--- src/slpc_pkg.sv ---
// Constants and carrier types for the loss-pulse and clock-output control block.
// Assumes a single 20 MHz clock domain and an active-low asynchronous reset.
//
// Functional notes
// - Strap bit 0 selects fiber-module emulation mode
// - Loss indication active high on link drop
// - Two-bit field selects loss indication behaviour
// - Field 00 holds loss indication low
// - Field 01 gives one 20 ms pulse
// - Field 10 gives one 200 ms pulse
// - Field 11 gives one 500 ms pulse
// - Both reference clock outputs enabled after reset
// - Writing 0 to enable bits disables clocks
// - Micro clock 4 MHz, 125 MHz by bit/strap
// - Pll strap 1 takes chained 125 MHz reference
// - Straps captured when leaving reset
package slpc_pkg;

    // ----------------------------------------------------------------
    // Timing
    // ----------------------------------------------------------------
    localparam int unsigned CLK_HZ = 20_000_000;
    localparam int unsigned PULSE_SHORT_MS = 20;
    localparam int unsigned PULSE_MID_MS = 200;
    localparam int unsigned PULSE_LONG_MS = 500;
    localparam int unsigned CYC_PER_MS = CLK_HZ / 1000;
    localparam int unsigned PULSE_SHORT_CYC = PULSE_SHORT_MS * CYC_PER_MS;
    localparam int unsigned PULSE_MID_CYC = PULSE_MID_MS * CYC_PER_MS;
    localparam int unsigned PULSE_LONG_CYC = PULSE_LONG_MS * CYC_PER_MS;
    localparam int unsigned CNT_W = 24;

    // ----------------------------------------------------------------
    // Reset values and field codes
    // ----------------------------------------------------------------
    localparam logic [1:0] LOSS_MODE_RESET = 2'h0;
    localparam logic CLK_EN_RESET = 1'h1;
    localparam logic MICRO_FAST_RESET = 1'h0;
    localparam int unsigned STRAP_SFP_BIT = 0;
    localparam int unsigned STRAP_CLK_BIT = 1;
    localparam int unsigned STRAP_W = 8;

    typedef enum logic [1:0] {
        SLPC_LOSS_OFF = 2'b00,
        SLPC_LOSS_20MS = 2'b01,
        SLPC_LOSS_200MS = 2'b10,
        SLPC_LOSS_500MS = 2'b11
    } slpc_loss_mode_e;

    // Straps caught as the device leaves reset
    typedef struct packed {
        logic pll_source_select;
        logic eeprom_data;
        logic [STRAP_W-1:0] config_strap;
    } slpc_straps_s;

    // Clock output controls
    typedef struct packed {
        logic ref_clk_enable;
        logic micro_clk_enable;
        logic micro_clk_fast;
    } slpc_clk_ctrl_s;

endpackage

--- src/slpc_loss_clock_ctrl.sv ---
// Loss-of-signal pulse generator and reference clock output control.
// Assumes link_up comes from logic on clk; strap pins and the chain clock
// select are asynchronous and synchronised here; settings come from a
// management block on the same clock.
// Assumes the board holds the strap pins steady for a few clocks after
// reset is released, and pulls the loss line low while it is not driven.
`timescale 1ns/100ps
module slpc_loss_clock_ctrl #(
    parameter int unsigned PULSE_SHORT_CYC = slpc_pkg::PULSE_SHORT_CYC,
    parameter int unsigned PULSE_MID_CYC = slpc_pkg::PULSE_MID_CYC,
    parameter int unsigned PULSE_LONG_CYC = slpc_pkg::PULSE_LONG_CYC
) (
    // Clock and reset
    input wire logic clk,
    input wire logic reset_n,
    // Strap pins
    input wire logic pll_source_select_pin,
    input wire logic eeprom_data_pin,
    input wire logic [slpc_pkg::STRAP_W-1:0] config_strap_pin,
    // Link status
    input wire logic link_up,
    // Management settings
    input wire logic [1:0] loss_mode,
    input wire logic ref_clk_en_wr,
    input wire logic ref_clk_en_data,
    input wire logic micro_clk_en_wr,
    input wire logic micro_clk_en_data,
    input wire logic micro_fast_wr,
    input wire logic micro_fast_data,
    // Loss indication pin
    output logic rx_loss_indication,
    output logic rx_loss_oe,
    // Clock control and status
    output slpc_pkg::slpc_clk_ctrl_s clk_ctrl,
    output logic pll_use_chain_ref,
    output slpc_pkg::slpc_straps_s straps,
    output logic loss_busy
);

    // ----------------------------------------------------------------
    // Strap capture
    // ----------------------------------------------------------------
    // The synchroniser is cleared by reset, so the pins only reach
    // strap_sync on the second edge after release; capture waits for that.
    // The cost is three clocks of copper behaviour after every reset.
    localparam int SW = slpc_pkg::STRAP_W + 2;
    logic [SW-1:0] strap_meta;
    logic [SW-1:0] strap_sync;
    logic strap_taken;
    logic [1:0] rel_cnt;
    logic straps_valid;
    logic sfp_mode;
    logic micro_strap_fast;

    // One strap bit, forced low until the captured set can be trusted
    function automatic logic strap_bit(
        input logic valid,
        input slpc_pkg::slpc_straps_s caught,
        input logic [2:0] pos
    );
        strap_bit = valid && caught.config_strap[pos];
    endfunction

    // Two-flop synchroniser on the strap pins; only strap_sync is read
    // further on, since strap_meta may still be settling
    always_ff @(posedge clk or negedge reset_n) begin
        if (!reset_n) begin
            strap_meta <= '0;
            strap_sync <= '0;
        end else begin
            strap_meta <= {pll_source_select_pin, eeprom_data_pin, config_strap_pin};
            strap_sync <= strap_meta;
        end
    end

    // Catch straps once, when the synchroniser has filled after release;
    // later pin changes are ignored until the next reset
    always_ff @(posedge clk or negedge reset_n) begin
        if (!reset_n) begin
            strap_taken <= 1'b0;
            straps <= '0;
        end else if (!strap_taken && rel_cnt == 2'h2) begin
            strap_taken <= 1'b1;
            straps <= strap_sync;
        end
    end

    // Count the edges since release; the sync pipe is full once it reads 2
    always_ff @(posedge clk or negedge reset_n) begin
        if (!reset_n) begin
            rel_cnt <= 2'h0;
        end else if (rel_cnt != 2'h3) begin
            rel_cnt <= rel_cnt + 2'h1;
        end
    end

    // Straps are trusted from the edge on which they are caught
    always_ff @(posedge clk or negedge reset_n) begin
        if (!reset_n) begin
            straps_valid <= 1'b0;
        end else if (rel_cnt == 2'h2) begin
            straps_valid <= 1'b1;
        end
    end

    // Fiber emulation when the select strap reads 0; copper until then
    assign sfp_mode = straps_valid
        && !strap_bit(straps_valid, straps, 3'(slpc_pkg::STRAP_SFP_BIT));

    // Either the fast bit or this strap picks 125 MHz for the micro output
    assign micro_strap_fast =
        strap_bit(straps_valid, straps, 3'(slpc_pkg::STRAP_CLK_BIT));

    // ----------------------------------------------------------------
    // Loss pulse
    // ----------------------------------------------------------------
    // The loss mode is sampled only on the edge that takes the drop, so a
    // later change of the field cannot stretch or cut a running pulse.
    // A drop seen while the field is 00 is not remembered for later.
    logic link_up_d;
    logic [slpc_pkg::CNT_W-1:0] pulse_cnt;
    logic link_drop;
    logic pulse_running;

    // Link drop is the falling edge of link_up; the delayed copy resets low
    // so a link that is already down at release gives no false drop
    always_ff @(posedge clk or negedge reset_n) begin
        if (!reset_n) begin
            link_up_d <= 1'b0;
        end else begin
            link_up_d <= link_up;
        end
    end
    assign link_drop = link_up_d && !link_up;

    // Counter state shared by the load, the pin and the busy flag
    assign pulse_running = pulse_cnt != '0;

    // Pulse length in clocks for each loss mode; the longest must fit in
    // CNT_W bits, which holds 500 ms at 20 MHz with room to spare
    function automatic logic [slpc_pkg::CNT_W-1:0] pulse_len(input logic [1:0] mode);
        unique case (slpc_pkg::slpc_loss_mode_e'(mode))
            slpc_pkg::SLPC_LOSS_20MS: pulse_len = slpc_pkg::CNT_W'(PULSE_SHORT_CYC);
            slpc_pkg::SLPC_LOSS_200MS: pulse_len = slpc_pkg::CNT_W'(PULSE_MID_CYC);
            slpc_pkg::SLPC_LOSS_500MS: pulse_len = slpc_pkg::CNT_W'(PULSE_LONG_CYC);
            slpc_pkg::SLPC_LOSS_OFF: pulse_len = '0;
        endcase
    endfunction

    // Count down the pulse; a drop mid-pulse is ignored so the width stays honest
    always_ff @(posedge clk or negedge reset_n) begin
        if (!reset_n) begin
            pulse_cnt <= '0;
        end else if (pulse_running) begin
            pulse_cnt <= pulse_cnt - slpc_pkg::CNT_W'(1);
        end else if (link_drop && sfp_mode) begin
            pulse_cnt <= pulse_len(loss_mode);
        end
    end

    // Pin high for as many clocks as the counter runs, one clock behind it; mode 00 never loads it, so
    // the pin stays low in that mode whatever the link does
    always_ff @(posedge clk or negedge reset_n) begin
        if (!reset_n) begin
            rx_loss_indication <= 1'b0;
            rx_loss_oe <= 1'b0;
        end else begin
            rx_loss_indication <= sfp_mode && pulse_running;
            rx_loss_oe <= sfp_mode;
        end
    end

    // Busy flag for the management side, one clock behind the counter
    always_ff @(posedge clk or negedge reset_n) begin
        if (!reset_n) begin
            loss_busy <= 1'b0;
        end else begin
            loss_busy <= pulse_running;
        end
    end

    // ----------------------------------------------------------------
    // Reference clock control
    // ----------------------------------------------------------------
    // These are control levels only; the clock gating and the divider for
    // the micro output sit outside this block and must switch glitch-free.
    logic micro_fast_bit;

    // Enables default on; software writes 0 to turn outputs off. All three
    // fields share one process so the output struct has a single driver.
    always_ff @(posedge clk or negedge reset_n) begin
        if (!reset_n) begin
            clk_ctrl.ref_clk_enable <= slpc_pkg::CLK_EN_RESET;
            clk_ctrl.micro_clk_enable <= slpc_pkg::CLK_EN_RESET;
            clk_ctrl.micro_clk_fast <= slpc_pkg::MICRO_FAST_RESET;
        end else begin
            clk_ctrl.micro_clk_fast <= micro_fast_bit || micro_strap_fast;
            if (ref_clk_en_wr) begin
                clk_ctrl.ref_clk_enable <= ref_clk_en_data;
            end
            if (micro_clk_en_wr) begin
                clk_ctrl.micro_clk_enable <= micro_clk_en_data;
            end
        end
    end

    // Software copy of the fast select; it reaches the output one clock later
    always_ff @(posedge clk or negedge reset_n) begin
        if (!reset_n) begin
            micro_fast_bit <= slpc_pkg::MICRO_FAST_RESET;
        end else if (micro_fast_wr) begin
            micro_fast_bit <= micro_fast_data;
        end
    end

    // Chained reference follows the captured strap; it cannot change until
    // the next reset, which keeps the PLL source stable while running
    always_ff @(posedge clk or negedge reset_n) begin
        if (!reset_n) begin
            pll_use_chain_ref <= 1'b0;
        end else begin
            pll_use_chain_ref <= straps_valid && straps.pll_source_select;
        end
    end

endmodule

--- config.mk ---
export PLATFORM = sky130hd
export DESIGN_NAME = slpc_loss_clock_ctrl
export DESIGN_NICKNAME = d
export VERILOG_FILES = /design/src/slpc_pkg.sv /design/src/slpc_loss_clock_ctrl.sv
export SDC_FILE = /design/constraint.sdc
export NUM_CORES = 1
export LEC_CHECK = 0
export BUFFER_PORTS_ARGS = -buffer_cell sky130_fd_sc_hd__buf_2
export CORE_ASPECT_RATIO = 1.4
export CORE_MARGIN = 8
export CORE_UTILIZATION = 40
export CTS_CLUSTER_DIAMETER = 150
export DETAILED_ROUTE_END_ITERATION = 12
export SYNTH_ARGS = -nofsm -noshare
export SYNTH_HDL_FRONTEND = slang
export SYNTH_SLANG_ARGS = --single-unit
--- constraint.sdc ---
create_clock -name clk -period 2.7 [get_ports clk]
set_clock_uncertainty 0.15 [all_clocks]
set_input_delay 0.27 -clock clk [delete_from_list [all_inputs] [get_ports clk]]
set_output_delay 0.27 -clock clk [all_outputs]
set_load 0.03 [all_outputs]
==> run metrics <==
final WL a little over 5 mm; hold_buf cts 15; sequential element share of the synthesized area 0.623; fmax a little over 400 MHz; Worst Max-Slew Pin Slew approximately 0.63 ns; FP Rows 35; commonest cells after routing, fill and taps aside dfrtp_1, buf_2, dlygate4sd3_1; Hold Path Stages 2; Die Width 85.4 um; Routed Antenna Nets 0; ys flop type dfrtp_1; CP peak stage delay between 0.5 and 0.6 ns; cells along the critical path or4_1, or3_1, nor2_2, inv_2, and2_1; worst r2r src pulse_cnt[16]; post-cts resize count 0; Area Overhead vs Synth 24.1%; Crit Path Class reg2reg; Vias between 1.5k and 2k; Final GP Congestion between 0.8 and 0.9; die area approximately 9700 sq um; largest net degree at the start of global routing 43; Yosys Warn Count 0; Ports 38; Post-synth EDFFs 0; Final Util 0.509; top cell type's share of synthesized area 0.604; Slew Viols, Final 0; final hold violation count 0; Die Height about 110 um; Seq cells post-synth 67; Peak VDD IR approximately 0.00023 V; wire per inst around 14 um; Pwr Density just over 600 nW/um^2; Root Buffer clkbuf_8; drt drc 0; area of the core region between 6000 and 7000 sq um; status finished, final reports clean; crit start category flop; critical path data required time about 2.8 ns; share of layout cells above drive strength 1 0.280; Reg2Reg Depth 5; TritonCTS clock tree done; Fill cells roughly 600; worst reg2reg endpoint rx_loss_indication; CTS max path bufs 2; Worst R2R Setup Slack 0.28 ns; synthesized cell area 2690 sq um; CTS Sinks 67; worst skew pair latency 0.34 ns; DP HPWL between 3 and 4 mm; Pleak 1.42 nW; Critical Path End Type flop; worst min path class in2reg; crit path time final between 2 and 2.5 ns; Syn Nets 242; GRT Total Usage 0.119; Synth cell types 40; fin nets 302; Setup Buffers After CTS 0; crit path max-delay cell type or3_1; Antenna diodes 0; clk slew on worst S/H paths around 0.08 ns; post-route setup TNS 0 ns; grt total ovfl 0; H-tree depth 3; Synth area leader dfrtp_1; DR iter-0 viols 45; DR pass1 iterations 4; Starting Density 0.410; WP data arrival 2.51 ns; Max-cap violations 0; Final period util 0.897; initial antenna violation count 0; crit path max fanout 13; mean post-synth cell area around 13 sq um; asr flop ratio synth 1.00; CTS Buf Count 9; port bufs 37; RSZ-0062 raised after global routing false; Hold Path End clk_ctrl[2]; Synth area leaders dfrtp_1, mux2_2, ha_1; first-pass GRT wire length between 8 and 9 mm; hold wc startpoint ref_clk_en_wr; hold slack final 0.0234 ns; Post-Syn Instances about 210; most common cell after layout, fill and taps aside dfrtp_1; vias in the first global route around 1.9k; Vias/cell 5.22; Worst slew margin 0.583; final setup violation count 0
kinds of logic (layout without fill, tap and decap cells):
logic type	count (synthesis)	count (layout)	synth area share
compound gates	36	36	0.0901
xor+xnor	10	10	0.0325
fa+ha+maj	7	7	0.0325
buf+inv	15	80	0.0223
flops	67	67	0.623
mux	15	15	0.0618
simple gates	64	64	0.137
layer usage:
layer  vias to the layer above  routed length [um]  global-route usage
met5                         -                   0                   0
li1                        890                   -                   -
met4                         0                 117              0.0669
met1                       904                2290               0.137
met2                        42                2450               0.187
met3                         8                 254              0.0413
cells in the mapped netlist (4+ instances only):
library cell / n
mux2_2: 13
nand2b_1: 5
ha_1: 7
or4_1: 4
dfrtp_1: 65
clkbuf_1: 5
o21ai_0: 10
xnor2_1: 9
or3_1: 9
nor3_1: 8
inv_1: 6
nor2_1: 9
a31oi_1: 6
nor4_1: 6
nand2_1: 7
cell type report:
cell class,instances,area [sq um],share of cell area
clock inverter,7,81.3,0.0243
timing repair buffer,57,385,0.115
multi-input combinational,132,955,0.286
tap,74,92.6,0.0277
sequential,67,1680,0.502
clock buffer,9,124,0.0371
inverter,7,26.3,0.00786
worst max-delay path: cells and delay by family, from the launching register on:
| family | cells | cell delay, ns |
|---|---|---|
| AND/OR/NAND/NOR | 4 | 1.60 |
| buffers and inverters | 1 | 0.15 |
| flip-flops | 1 | 0.41 |
worst max path at each step:
stage,startpoint,end,slack [ns],depth (start not counted)
after floorplan,pulse_cnt[16],pulse_cnt[10],0.45,6
after global placement,pulse_cnt[16],rx_loss_indication,0.36,5
after detailed placement,pulse_cnt[16],rx_loss_indication,0.29,5
after CTS,pulse_cnt[16],pulse_cnt[11],0.28,5
after global routing,pulse_cnt[16],pulse_cnt[11],0.12,5
final,pulse_cnt[16],rx_loss_indication,0.28,5
power by group:
| part | switching, mW | total (mW) | leakage, nW | internal (mW) |
|---|---|---|---|---|
| Clock | 0.419 | 0.861 | 0.107 | 0.442 |
| Sequential | 0.0103 | 1.05 | 0.767 | 1.04 |
| Combinational | 0.0708 | 0.124 | 0.545 | 0.0529 |
| Total | 0.500 | 2.03 | 1.42 | 1.53 |
state kept, by name, summed over array words and instances, names as in the netlist:
signal / cells
pulse_cnt: 24
strap_meta: 10
strap_sync: 10
straps: 10
clk_ctrl: 3
rel_cnt: 2
link_up_d: 1
loss_busy: 1
micro_fast_bit: 1
pll_use_chain_ref: 1
rx_loss_indication: 1
rx_loss_oe: 1
strap_taken: 1
straps_valid: 1
per-stage QoR:
stage / setup WS [ns] / cell area [sq um] / power [mW] / cells
final: 0.278 / 3340 / 2.03 / 353
after global routing: 0.115 / 3340 / 2.12 / 353
after CTS: 0.281 / 3340 / 2.07 / 353
after detailed placement: 0.292 / 2990 / 1.18 / 322
after global placement: 0.362 / 2990 / 1.17 / 322
after floorplan: 0.451 / 2690 / 1.12 / 214
No activity file was read; power rests on OpenSTA's default activity.
